<file path="config.mk">
export PLATFORM = sky130hd
export DESIGN_NAME = ctl_clock_lane_timing
export DESIGN_NICKNAME = d
export VERILOG_FILES = /design/src/rtl/ctl_pkg.sv /design/src/rtl/ctl_rate_lookup.sv /design/src/rtl/ctl_timing_field.sv /design/src/rtl/ctl_clock_lane_timing.sv
export SDC_FILE = /design/constraint.sdc
export NUM_CORES = 1
export LEC_CHECK = 0
export ABC_AREA = 1
export BUFFER_PORTS_ARGS = -buffer_cell sky130_fd_sc_hd__buf_2
export CORE_UTILIZATION = 50
export DETAILED_ROUTE_END_ITERATION = 12
export HOLD_SLACK_MARGIN = 0.02
export PLACE_DENSITY_LB_ADDON = 0.3
export SETUP_SLACK_MARGIN = 0.5
export SKIP_CTS_REPAIR_TIMING = 1
export SYNTH_ARGS = -nofsm -noshare
export SYNTH_HDL_FRONTEND = slang
export SYNTH_SLANG_ARGS = --single-unit
</file>
<file path="constraint.sdc">
create_clock -name pclk -period 3.5 [get_ports pclk]
set_clock_uncertainty 0.15 [all_clocks]
set_input_delay 0.7 -clock pclk [delete_from_list [all_inputs] [get_ports pclk]]
set_output_delay 0.7 -clock pclk [all_outputs]
set_load 0.01 [all_outputs]
</file>
<file path="src/rtl/ctl_pkg.sv">
`default_nettype none
package ctl_pkg;

    // ----------------------------------------
    // Widths and fields
    // ----------------------------------------
    localparam int CTL_NUM_TIMING = 4;
    localparam int CTL_VAL_W = 7;
    localparam int CTL_REG_W = 8;
    localparam int CTL_ADDR_W = 12;
    localparam int CTL_DATA_W = 32;
    localparam int CTL_RATE_W = 3;
    localparam int CTL_OV_BIT = 7;
    localparam int CTL_AUTO_W = CTL_NUM_TIMING * CTL_VAL_W;

    // ----------------------------------------
    // Register indices, byte address is index times four
    // ----------------------------------------
    localparam logic [7:0] CTL_IDX_PREP = 8'h40;
    localparam logic [7:0] CTL_IDX_ZERO = 8'h41;
    localparam logic [7:0] CTL_IDX_TRAIL = 8'h42;
    localparam logic [7:0] CTL_IDX_POST = 8'h43;
    localparam logic [7:0] CTL_IDX_RATE = 8'h20;

    // ----------------------------------------
    // Lane rate codes
    // ----------------------------------------
    localparam logic [2:0] CTL_RATE_400 = 3'h0;
    localparam logic [2:0] CTL_RATE_800 = 3'h1;
    localparam logic [2:0] CTL_RATE_1200 = 3'h2;
    localparam logic [2:0] CTL_RATE_1500 = 3'h3;
    localparam logic [2:0] CTL_RATE_1600 = 3'h4;
    localparam logic [2:0] CTL_RATE_RST = CTL_RATE_800;

    // ----------------------------------------
    // Reset values
    // ----------------------------------------
    localparam logic [7:0] CTL_PREP_RST = 8'h05;
    localparam logic [7:0] CTL_ZERO_RST = 8'h1b;
    localparam logic [7:0] CTL_TRAIL_RST = 8'h0b;
    localparam logic [7:0] CTL_POST_RST = 8'h0a;
    localparam logic [7:0] CTL_RST_VALS [CTL_NUM_TIMING] =
        '{CTL_PREP_RST, CTL_ZERO_RST, CTL_TRAIL_RST, CTL_POST_RST};

    // ----------------------------------------
    // Automatic tables: post, trail, zero, prepare (prepare lowest)
    // ----------------------------------------
    localparam logic [27:0] CTL_AUTO_400 = {7'h07, 7'h06, 7'h0e, 7'h03};
    localparam logic [27:0] CTL_AUTO_800 = {CTL_POST_RST[6:0], CTL_TRAIL_RST[6:0],
        CTL_ZERO_RST[6:0], CTL_PREP_RST[6:0]};
    localparam logic [27:0] CTL_AUTO_1200 = {7'h0d, 7'h10, 7'h28, 7'h07};
    localparam logic [27:0] CTL_AUTO_1500 = {7'h10, 7'h14, 7'h32, 7'h09};
    localparam logic [27:0] CTL_AUTO_1600 = {7'h11, 7'h15, 7'h36, 7'h0a};

    function automatic logic [CTL_ADDR_W-1:0] ctl_addr(input logic [7:0] idx);
        return {2'h0, idx, 2'h0};
    endfunction : ctl_addr

endpackage : ctl_pkg
`default_nettype wire

</file>
<file path="src/rtl/ctl_rate_lookup.sv">
`timescale 1ns/10ps
`default_nettype none
module ctl_rate_lookup (
    // Clock and reset
    input wire logic pclk,
    input wire logic presetn,
    // Rate select and automatic values
    input wire logic [ctl_pkg::CTL_RATE_W-1:0] rate_sel,
    output logic [ctl_pkg::CTL_AUTO_W-1:0] auto_vals
);
    import ctl_pkg::*;

    logic [CTL_AUTO_W-1:0] table_d;
    logic [CTL_AUTO_W-1:0] auto_q;

    // ----------------------------------------
    // Rate table
    // ----------------------------------------
    always_comb begin
        case (rate_sel)
            CTL_RATE_400: table_d = CTL_AUTO_400;
            CTL_RATE_800: table_d = CTL_AUTO_800;
            CTL_RATE_1200: table_d = CTL_AUTO_1200;
            CTL_RATE_1500: table_d = CTL_AUTO_1500;
            CTL_RATE_1600: table_d = CTL_AUTO_1600;
            default: table_d = CTL_AUTO_800;
        endcase
    end

    always_ff @(posedge pclk or negedge presetn) begin
        if (!presetn) begin
            auto_q <= CTL_AUTO_800;
        end else begin
            auto_q <= table_d;
        end
    end

    assign auto_vals = auto_q;

endmodule : ctl_rate_lookup
`default_nettype wire

</file>
<file path="src/rtl/ctl_timing_field.sv">
`timescale 1ns/10ps
`default_nettype none
module ctl_timing_field #(
    parameter logic [7:0] RST_VAL = ctl_pkg::CTL_PREP_RST
) (
    // Clock and reset
    input wire logic pclk,
    input wire logic presetn,
    // Automatic value and write port
    input wire logic [ctl_pkg::CTL_VAL_W-1:0] auto_val,
    input wire logic wr_en,
    input wire logic [ctl_pkg::CTL_REG_W-1:0] wr_data,
    // Field state
    output logic ov,
    output logic [ctl_pkg::CTL_VAL_W-1:0] val,
    output logic [ctl_pkg::CTL_VAL_W-1:0] eff,
    output logic [ctl_pkg::CTL_REG_W-1:0] rd_data
);
    import ctl_pkg::*;

    logic ov_q;
    logic [CTL_VAL_W-1:0] val_q;

    always_ff @(posedge pclk or negedge presetn) begin
        if (!presetn) begin
            ov_q <= 1'b0;
            val_q <= RST_VAL[CTL_VAL_W-1:0];
        end else if (wr_en) begin
            ov_q <= wr_data[CTL_OV_BIT];
            if (wr_data[CTL_OV_BIT]) begin
                val_q <= wr_data[CTL_VAL_W-1:0];
            end
        end
    end

    // Override selects the written value, else the automatic one
    assign eff = ov_q ? val_q : auto_val;
    assign ov = ov_q;
    assign val = val_q;
    assign rd_data = {ov_q, eff};

endmodule : ctl_timing_field
`default_nettype wire

</file>
<file path="src/rtl/ctl_clock_lane_timing.sv">
// Local design decision: the APB register port.
`timescale 1ns/10ps
`default_nettype none
module ctl_clock_lane_timing (
    // Clock and reset
    input wire logic pclk,
    input wire logic presetn,
    // APB slave
    input wire logic psel,
    input wire logic penable,
    input wire logic pwrite,
    input wire logic [ctl_pkg::CTL_ADDR_W-1:0] paddr,
    input wire logic [ctl_pkg::CTL_DATA_W-1:0] pwdata,
    input wire logic [3:0] pstrb,
    output logic pready,
    output logic [ctl_pkg::CTL_DATA_W-1:0] prdata,
    output logic pslverr,
    // Clock-lane timing to the transmitter
    output logic [ctl_pkg::CTL_VAL_W-1:0] tck_prepare,
    output logic [ctl_pkg::CTL_VAL_W-1:0] tck_zero,
    output logic [ctl_pkg::CTL_VAL_W-1:0] tck_trail,
    output logic [ctl_pkg::CTL_VAL_W-1:0] tck_post,
    output logic [ctl_pkg::CTL_RATE_W-1:0] lane_rate
);
    import ctl_pkg::*;

    // ----------------------------------------
    // Declarations
    // ----------------------------------------
    logic setup;
    logic access;
    logic wr_acc;
    logic hit_rate;
    logic mapped;
    logic rate_ok;
    logic [CTL_NUM_TIMING-1:0] hit_timing;
    logic [CTL_NUM_TIMING-1:0] fld_ov;
    logic [CTL_VAL_W-1:0] fld_val [CTL_NUM_TIMING];
    logic [CTL_VAL_W-1:0] fld_eff [CTL_NUM_TIMING];
    logic [CTL_REG_W-1:0] fld_rd [CTL_NUM_TIMING];
    logic [CTL_VAL_W-1:0] auto_v [CTL_NUM_TIMING];
    logic [CTL_VAL_W-1:0] timing_q [CTL_NUM_TIMING];
    logic [CTL_AUTO_W-1:0] auto_all;
    logic [CTL_RATE_W-1:0] rate_q;
    logic [CTL_REG_W-1:0] rd_d;
    logic [CTL_REG_W-1:0] prdata_q;
    logic seen_q;

    // ----------------------------------------
    // APB decode
    // ----------------------------------------
    assign setup = psel && !penable;
    assign access = psel && penable;
    assign wr_acc = access && pwrite && pstrb[0];
    assign hit_rate = (paddr == ctl_addr(CTL_IDX_RATE));
    assign mapped = hit_rate || (|hit_timing);
    assign rate_ok = (pwdata[CTL_RATE_W-1:0] <= CTL_RATE_1600);

    assign pready = 1'b1;
    assign pslverr = access && !mapped;
    assign prdata = {24'h00_0000, prdata_q};

    // ----------------------------------------
    // Lane rate register
    // ----------------------------------------
    always_ff @(posedge pclk or negedge presetn) begin
        if (!presetn) begin
            rate_q <= CTL_RATE_RST;
        end else if (wr_acc && hit_rate && rate_ok) begin
            rate_q <= pwdata[CTL_RATE_W-1:0];
        end
    end

    assign lane_rate = rate_q;

    ctl_rate_lookup u_lookup (
        .pclk(pclk),
        .presetn(presetn),
        .rate_sel(rate_q),
        .auto_vals(auto_all)
    );

    // ----------------------------------------
    // Timing registers
    // ----------------------------------------
    generate
        for (genvar i = 0; i < CTL_NUM_TIMING; i++) begin : g_fld
            assign hit_timing[i] = (paddr == ctl_addr(CTL_IDX_PREP + 8'(i)));
            assign auto_v[i] = auto_all[i*CTL_VAL_W +: CTL_VAL_W];

            ctl_timing_field #(
                .RST_VAL(CTL_RST_VALS[i])
            ) u_fld (
                .pclk(pclk),
                .presetn(presetn),
                .auto_val(auto_v[i]),
                .wr_en(wr_acc && hit_timing[i]),
                .wr_data(pwdata[CTL_REG_W-1:0]),
                .ov(fld_ov[i]),
                .val(fld_val[i]),
                .eff(fld_eff[i]),
                .rd_data(fld_rd[i])
            );

            always_ff @(posedge pclk or negedge presetn) begin
                if (!presetn) begin
                    timing_q[i] <= CTL_RST_VALS[i][CTL_VAL_W-1:0];
                end else begin
                    timing_q[i] <= fld_eff[i];
                end
            end
        end
    endgenerate

    assign tck_prepare = timing_q[0];
    assign tck_zero = timing_q[1];
    assign tck_trail = timing_q[2];
    assign tck_post = timing_q[3];

    // ----------------------------------------
    // Read data, captured in the setup cycle
    // ----------------------------------------
    always_comb begin
        rd_d = 8'h00;
        if (hit_rate) begin
            rd_d = {5'h00, rate_q};
        end
        for (int k = 0; k < CTL_NUM_TIMING; k++) begin
            if (hit_timing[k]) begin
                rd_d = fld_rd[k];
            end
        end
    end

    always_ff @(posedge pclk or negedge presetn) begin
        if (!presetn) begin
            prdata_q <= 8'h00;
        end else if (setup && !pwrite) begin
            prdata_q <= rd_d;
        end
    end

    always_ff @(posedge pclk or negedge presetn) begin
        if (!presetn) begin
            seen_q <= 1'b0;
        end else begin
            seen_q <= 1'b1;
        end
    end

    // ----------------------------------------
    // Assertions
    // ----------------------------------------
    prep_override_a: assert property (
        @(posedge pclk) disable iff (!presetn)
        (wr_acc && hit_timing[0] && pwdata[CTL_OV_BIT])
        |=> ##1 tck_prepare == $past(pwdata[CTL_VAL_W-1:0], 2))
        else $error("prepare override value not applied");

    prep_auto_a: assert property (
        @(posedge pclk) disable iff (!presetn)
        !fld_ov[0] |=> tck_prepare == $past(auto_v[0]))
        else $error("prepare not automatic while override clear");

    zero_override_a: assert property (
        @(posedge pclk) disable iff (!presetn)
        (wr_acc && hit_timing[1] && pwdata[CTL_OV_BIT])
        |=> ##1 tck_zero == $past(pwdata[CTL_VAL_W-1:0], 2))
        else $error("zero override value not applied");

    zero_auto_a: assert property (
        @(posedge pclk) disable iff (!presetn)
        !fld_ov[1] |=> tck_zero == $past(auto_v[1]))
        else $error("zero not automatic while override clear");

    trail_override_a: assert property (
        @(posedge pclk) disable iff (!presetn)
        (wr_acc && hit_timing[2] && pwdata[CTL_OV_BIT])
        |=> ##1 tck_trail == $past(pwdata[CTL_VAL_W-1:0], 2))
        else $error("trail override value not applied");

    trail_auto_a: assert property (
        @(posedge pclk) disable iff (!presetn)
        !fld_ov[2] |=> tck_trail == $past(auto_v[2]))
        else $error("trail not automatic while override clear");

    post_override_a: assert property (
        @(posedge pclk) disable iff (!presetn)
        (wr_acc && hit_timing[3] && pwdata[CTL_OV_BIT])
        |=> ##1 tck_post == $past(pwdata[CTL_VAL_W-1:0], 2))
        else $error("post override value not applied");

    post_auto_a: assert property (
        @(posedge pclk) disable iff (!presetn)
        !fld_ov[3] |=> tck_post == $past(auto_v[3]))
        else $error("post not automatic while override clear");

    read_auto_a: assert property (
        @(posedge pclk) disable iff (!presetn)
        (setup && !pwrite && hit_timing[0] && !fld_ov[0])
        |=> prdata[CTL_REG_W-1:0] == {1'b0, $past(auto_v[0])})
        else $error("read with override clear not automatic");

    read_zero_a: assert property (
        @(posedge pclk) disable iff (!presetn)
        (setup && !pwrite && hit_timing[1] && !fld_ov[1])
        |=> prdata[CTL_REG_W-1:0] == {1'b0, $past(auto_v[1])})
        else $error("zero read with override clear not automatic");

    read_trail_a: assert property (
        @(posedge pclk) disable iff (!presetn)
        (setup && !pwrite && hit_timing[2] && !fld_ov[2])
        |=> prdata[CTL_REG_W-1:0] == {1'b0, $past(auto_v[2])})
        else $error("trail read with override clear not automatic");

    read_post_a: assert property (
        @(posedge pclk) disable iff (!presetn)
        (setup && !pwrite && hit_timing[3] && !fld_ov[3])
        |=> prdata[CTL_REG_W-1:0] == {1'b0, $past(auto_v[3])})
        else $error("post read with override clear not automatic");

    write_back_a: assert property (
        @(posedge pclk) disable iff (!presetn)
        (wr_acc && hit_timing[1] && pwdata[CTL_OV_BIT])
        |=> fld_rd[1] == $past(pwdata[CTL_REG_W-1:0]))
        else $error("override write not read back");

    prep_readback_a: assert property (
        @(posedge pclk) disable iff (!presetn)
        (wr_acc && hit_timing[0] && pwdata[CTL_OV_BIT])
        |=> fld_rd[0] == $past(pwdata[CTL_REG_W-1:0]))
        else $error("prepare override write not read back");

    trail_readback_a: assert property (
        @(posedge pclk) disable iff (!presetn)
        (wr_acc && hit_timing[2] && pwdata[CTL_OV_BIT])
        |=> fld_rd[2] == $past(pwdata[CTL_REG_W-1:0]))
        else $error("trail override write not read back");

    post_readback_a: assert property (
        @(posedge pclk) disable iff (!presetn)
        (wr_acc && hit_timing[3] && pwdata[CTL_OV_BIT])
        |=> fld_rd[3] == $past(pwdata[CTL_REG_W-1:0]))
        else $error("post override write not read back");

    rate_table_a: assert property (
        @(posedge pclk) disable iff (!presetn)
        (rate_q == CTL_RATE_800) |=> auto_all == CTL_AUTO_800)
        else $error("automatic values do not match 800 rate");

    rate_change_a: assert property (
        @(posedge pclk) disable iff (!presetn)
        (wr_acc && hit_rate && pwdata[CTL_RATE_W-1:0] == CTL_RATE_400)
        |=> ##1 auto_all == CTL_AUTO_400)
        else $error("automatic values not updated on rate change");

    prep_reset_a: assert property (
        @(posedge pclk) disable iff (!presetn)
        !seen_q |-> fld_rd[0] == CTL_PREP_RST)
        else $error("prepare register reset value wrong");

    zero_reset_a: assert property (
        @(posedge pclk) disable iff (!presetn)
        !seen_q |-> fld_rd[1] == CTL_ZERO_RST)
        else $error("zero register reset value wrong");

    trail_reset_a: assert property (
        @(posedge pclk) disable iff (!presetn)
        !seen_q |-> fld_rd[2] == CTL_TRAIL_RST)
        else $error("trail register reset value wrong");

    post_reset_a: assert property (
        @(posedge pclk) disable iff (!presetn)
        !seen_q |-> fld_rd[3] == CTL_POST_RST)
        else $error("post register reset value wrong");

    keep_auto_a: assert property (
        @(posedge pclk) disable iff (!presetn)
        (wr_acc && hit_timing[2] && !pwdata[CTL_OV_BIT])
        |=> !fld_ov[2] && fld_val[2] == $past(fld_val[2]))
        else $error("plain write disturbed automatic field");

    keep_prep_a: assert property (
        @(posedge pclk) disable iff (!presetn)
        (wr_acc && hit_timing[0] && !pwdata[CTL_OV_BIT])
        |=> !fld_ov[0] && fld_val[0] == $past(fld_val[0]))
        else $error("plain write disturbed prepare field");

    keep_zero_a: assert property (
        @(posedge pclk) disable iff (!presetn)
        (wr_acc && hit_timing[1] && !pwdata[CTL_OV_BIT])
        |=> !fld_ov[1] && fld_val[1] == $past(fld_val[1]))
        else $error("plain write disturbed zero field");

    keep_post_a: assert property (
        @(posedge pclk) disable iff (!presetn)
        (wr_acc && hit_timing[3] && !pwdata[CTL_OV_BIT])
        |=> !fld_ov[3] && fld_val[3] == $past(fld_val[3]))
        else $error("plain write disturbed post field");

endmodule : ctl_clock_lane_timing
`default_nettype wire

</file>
==> flow_metrics.env, run 1 <==
export IMPL_outcome="completed"
export IMPL_fmax_ghz=0.399
export IMPL_met3_usage_pct=4.29
export IMPL_row_count=31
export IMPL_met1_usage_pct=29.1
export IMPL_final_layout_size_suffix_gt1_share_pct=34.7
export IMPL_maxCapViolCount=0
export IMPL_hpwl_um=6010
export IMPL_ff_latch_area_um2=2170
export IMPL_period_share_pct=71.6
export IMPL_synth_warnings=0
export IMPL_synth_cells=420
export IMPL_grt_pass1_vias=2765
export IMPL_total_power_mw=1.78
export IMPL_grtUsageMet2_pct=33.8
export IMPL_grt_max_degree=86
export IMPL_fin_crit_ps=2510
export IMPL_place_congestion=0.868
export IMPL_antenna_cells=0
export IMPL_io_pins=118
export IMPL_core_um2=7450
export IMPL_cts_sinks=85
export IMPL_antenna_found_initial=0
export IMPL_avgSynthCellArea_um2=9.38
export IMPL_die_area_um2=8230
export IMPL_final_fill_count=678
export IMPL_seq_area_frac_synth_pct=55.0
export IMPL_worstPathArrival_ps=1660
export IMPL_setup_violations=0
export IMPL_multi_input_area_um2=1400
export IMPL_power_leakage_nw=2.27
export IMPL_criticalPathCategory="in2out"
export IMPL_clk_pin_slew_ps=80
export IMPL_min_path_type="reg2reg"
export IMPL_num_vias=2878
export IMPL_grtUsageTotal_pct=21.1
export IMPL_synth_edf_count=0
export IMPL_h_tree_depth=3
export IMPL_worstRegToRegCells=6
export IMPL_ant_nets=0
export IMPL_slowest_stage="and2_1"
export IMPL_peakVddDrop_uv=172
export IMPL_maxSlewHeadroom_pct=32.6
export IMPL_port_buffers=65
export IMPL_synth_seq_cells=85
export IMPL_power_density_nw_per_um2=403
export IMPL_syn_area_um2=3940
export IMPL_hold_path_depth=2
export IMPL_cts_tree="built"
export IMPL_fin_nets=538
export IMPL_cpPeakStageDelay_ps=200
export IMPL_path_cells="buf_2 -> nor2_4 -> nand2_2 -> nor2_2 -> and2_1 -> a311oi_1 -> buf_2"
export IMPL_drc=0
export IMPL_cp_max_fo=6
export IMPL_clockBufferDepth=2
export IMPL_crit_top_cell="buf_2"
export IMPL_drtPass1Iterations=5
export IMPL_rsz0062_at_grt="no"
export IMPL_cts_root_buf="clkbuf_8"
export IMPL_grt_first_pass_wirelength_um=13500
export IMPL_area_growth_pct=12.4
export IMPL_overflow=0
export IMPL_avgViaCountPerCell=4.89
export IMPL_wire_per_inst_um=13.6
export IMPL_die_w_um=90.7
export IMPL_synth_distinct_cells=29
export IMPL_busiest_layer="met2"
export IMPL_drtIter0Drc=214
export IMPL_async_flop_share_pct=100
export IMPL_cts_made_buffers=9
export IMPL_ys_flop_type="dfrtp_1"
export IMPL_routed_wl_um=8040
export IMPL_clkLatencyLatePin_ps=350
export IMPL_end_kind="output pin"
export IMPL_critPathLaunchType="input port"
export IMPL_fin_tns_setup_ps=0
export IMPL_start_util_pct=52.9
export IMPL_required_ps=2650
export IMPL_tightestPinTransition_ps=1010
export IMPL_die_h_um=90.7
export IMPL_hold_viol=0
export IMPL_slew_viol_final=0
sequential cells by signal, summed over array words and instances, names as in the netlist:
name                count
prdata_q                8
u_lookup.auto_vals     14
tck_trail               7
lane_rate               3
tck_post                7
tck_prepare             7
g_fld.u_fld.ov          4
tck_zero                7
g_fld.u_fld.val        28
metrics by stage:
stage / hold WS (ps) / worst slack, ps / util (%) / area, um^2 / cells
floorplan: 254 / 1070 / - / 4020 / 443
global placement: 309 / 1020 / 56.6 / 4220 / 573
detailed placement: 312 / 1010 / 56.6 / 4220 / 573
CTS: 331 / 1010 / 59.4 / 4420 / 589
global route: 345 / 897 / 59.4 / 4420 / 589
finish: 330 / 993 / 59.4 / 4420 / 589
layout make-up:
cell class	instances	area share, %
Clock buffer	10	3.11
Clock inverter	6	1.56
Inverter	52	4.41
Multi-Input combinational cell	271	31.6
Sequential cell	85	49.0
Tap cell	99	2.80
Timing Repair Buffer	66	7.58
report_power, final:
part / switching, mW / internal (mW) / leakage [nW] / total (mW)
Clock: 0.355 / 0.356 / 0.104 / 0.710
Sequential: 0.000312 / 0.984 / 1.03 / 0.984
Combinational: 0.0678 / 0.0187 / 1.14 / 0.0865
layer usage:
| metal | routed length (um) | vias up |
|---|---|---|
| met5 | 0 | - |
| met4 | 60 | 0 |
| met3 | 413 | 4 |
| met2 | 3860 | 97 |
| met1 | 3710 | 1373 |
| li1 | - | 1404 |
synth_stat cells, types with 3 or more instances:
cell type    n  area, um^2
buf_4       27         203
buf_6        4        45.0
dfrtp_1     54        1350
dfstp_2     31         815
inv_1       46         173
inv_2        6        22.5
mux2_2       5        56.3
nand2_1    111         417
nand2_2      5        31.3
nand3_1     30         150
nand4_1      6        37.5
nor2_1      20        75.1
nor2_2       4        25.0
nor2_4       3        33.8
nor3_2       3        30.0
o21ai_0     21         105
o21ai_1      4        20.0
o21ai_2     24         210
worst paths after layout:
check	startpoint	to	slack (ps)
max	paddr[1]	pslverr	990
min reg2reg	prdata_q[0]	prdata_q[0]	330
min in group asynchronous	presetn	lane_rate[1]	360
max in group asynchronous	presetn	g_fld[0].u_fld.val[6]	2180
max reg2reg	g_fld[1].u_fld.ov	prdata_q[1]	1790
min	prdata_q[0]	prdata_q[0]	330
layout by cell type, fill, tap and decap left out, types with 3 or more instances in the layout:
master    Yosys  layout
nand2_1     111     111
buf_2         2      64
dfrtp_1      54      54
inv_1        46      46
dfstp_2      31      31
nand3_1      30      30
conb_1        2      25
o21ai_2      24      24
o21ai_0      21      21
nor2_1       20      20
clkbuf_8      0      10
inv_2         6       6
nand4_1       6       6
mux2_2        5       5
nand2_2       5       5
nor2_2        4       4
o21ai_1       4       4
nor2_4        3       3
nor3_2        3       3
inv_6         0       3
critical path, delay by kind of cell:
family,cells,cell delay (ps)
and+or+nand+nor,4,620
buffers and inverters,2,270
AOI/OAI and AO/OA,1,60
logic make-up (layout without fill, tap and decap cells):
family | Yosys count | after routing | synth area share [%]
AND/OR/NAND/NOR | 191 | 191 | 22.9
buffers and inverters | 87 | 134 | 11.7
flip-flops | 85 | 85 | 55.0
AO/OA/AOI/OAI | 50 | 50 | 8.74
multiplexers | 5 | 5 | 1.43
other | 2 | 25 | 0.191
(Power assumes the default switching activity.)
==> run 2, diff against run 1 <==
==> constraint.sdc (replaced) <==
create_clock -name pclk -period 2.5 [get_ports pclk]
set_clock_uncertainty 0.15 [all_clocks]
set_input_delay 0.5 -clock pclk [delete_from_list [all_inputs] [get_ports pclk]]
set_output_delay 0.5 -clock pclk [all_outputs]
set_load 0.01 [all_outputs]
==> run 2 against run 1 <==
The flow now finishes with violations (hold timing). Count of clock-buffer cells in the layout rose by 1. Critical path depth did not move. Largest cell class unchanged. Total power rose by 48%. Global-route usage rose by 0.89 points. Die area did not move. Core utilization rose by 3.0 points.
==> flow_metrics.env, run 2 (synthesis results as in run 1) <==
export IMPL_criticalPathCategory="in2out"
export IMPL_place_area_um2=4270
export IMPL_antenna_cells=0
export IMPL_grt_max_degree=47
export IMPL_final_layout_size_suffix_gt1_share_pct=38.0
export IMPL_cts_root_buf="clkbuf_8"
export IMPL_fin_crit_ps=2040
export IMPL_grt_pass1_vias=2750
export IMPL_drtIter0Drc=158
export IMPL_drtPass1Iterations=5
export IMPL_mostFrequentLayoutCells="nand2_1, buf_2, dfrtp_1"
export IMPL_grt_first_pass_wirelength_um=13900
export IMPL_routed_wl_um=8600
export IMPL_core_um2=7450
export IMPL_ant_nets=0
export IMPL_fin_nets=553
export IMPL_min_path_type="in2async"
export IMPL_slowest_stage="nor2_4"
export IMPL_overflow=0
export IMPL_cts_tree="built"
export IMPL_io_pins=118
export IMPL_hold_viol=1
export IMPL_period_share_pct=81.5
export IMPL_grtUsageTotal_pct=22.0
export IMPL_die_area_um2=8230
export IMPL_final_cell_area_um2=4650
export IMPL_path_cells="buf_6 -> nor2_4 -> nand2_4 -> nor2_4 -> and2_4 -> a311oi_2 -> buf_2"
export IMPL_clk_pin_slew_ps=80
export IMPL_clkLatencyLatePin_ps=350
export IMPL_area_growth_pct=18.1
export IMPL_h_tree_depth=3
export IMPL_wire_per_inst_um=14.2
export IMPL_clockBufferDepth=2
export IMPL_required_ps=1850
export IMPL_place_ws_ps=383
export IMPL_setup_violations=0
export IMPL_cts_sinks=85
export IMPL_port_buffers=65
export IMPL_worstPathArrival_ps=1390
export IMPL_total_power_mw=2.63
export IMPL_cpLargestDelayFamily="simple AND/OR/NAND/NOR gates"
export IMPL_fmax_ghz=0.491
export IMPL_end_kind="output pin"
export IMPL_violations="hold timing"
export IMPL_maxSlewHeadroom_pct=60.7
export IMPL_power_density_nw_per_um2=566
export IMPL_num_vias=2960
export IMPL_cp_buffers_inverters=2
export IMPL_row_count=31
export IMPL_antenna_found_initial=0
export IMPL_outcome="finished with violations"
export IMPL_cts_made_buffers=9
export IMPL_tightestPinTransition_ps=590
export IMPL_fin_ws_ps=463
export IMPL_rsz0062_at_grt="yes"
export IMPL_largest_reg_flops=28
export IMPL_die_w_um=90.7
export IMPL_cp_max_fo=6
export IMPL_critPathLaunchType="input port"
export IMPL_place_congestion=0.878
export IMPL_final_common_cell="nand2_1"
export IMPL_die_h_um=90.7
export IMPL_final_util_pct=62.4
export IMPL_cpPeakStageDelay_ps=200
export IMPL_power_leakage_nw=2.38
export IMPL_peakVddDrop_uv=218
export IMPL_slew_viol_final=0
export IMPL_drc=0
export IMPL_start_util_pct=52.9
export IMPL_fin_tns_setup_ps=0
export IMPL_avgViaCountPerCell=4.90
export IMPL_whs_ps=-0.283
export IMPL_hpwl_um=6120
export IMPL_maxCapViolCount=0
export IMPL_crit_top_cell="nor2_4"
==> run 2: metrics by stage <==
stage / instances / hold WS [ps]
floorplan: 443 / 54.4
global placement: 578 / 308
detailed placement: 578 / 313
CTS: 594 / 20.5
global route: 604 / 41.5
finish: 604 / -0.283
==> run 2: metal layers <==
layer	GRT usage, %	up-vias	part of all wire (%)
met4	6.59	0	1.7
li1	-	1438	-
met5	0	-	0
met3	4.97	16	6.1
met1	30.8	1382	46
met2	34.1	124	46
==> run 2: layout make-up <==
class	count	area [um^2]
Fill cell	625	2800
Clock inverter	5	81.3
Multi-Input combinational cell	271	1440
Clock buffer	11	151
Inverter	52	198
Sequential cell	85	2170
Timing Repair Buffer	81	494
Tap cell	99	124
==> run 2: final timing paths <==
| path | startpoint | end | slack (ps) | cells after the start |
|---|---|---|---|---|
| worst max-delay path | paddr[0] | pslverr | 460 | 7 |
| worst min-delay path | presetn | lane_rate[2] | -0.3 | 1 |
| worst max register to register | g_fld[1].u_fld.ov | prdata_q[1] | 830 | 6 |
| worst min register to register | prdata_q[0] | prdata_q[0] | 330 | 2 |
| max in group asynchronous | presetn | u_lookup.auto_vals[8] | 1530 | 2 |
| min in group pclk | pwdata[5] | g_fld[2].u_fld.val[5] | 320 | 3 |
==> run 2: power breakdown <==
part           leakage, nW  switching [mW]  total, mW  internal [mW]
clock network        0.116           0.486       1.11          0.619
logic                 1.24           0.104      0.148         0.0439
registers             1.03        0.000449       1.38           1.38
total                 2.38           0.591       2.63           2.04
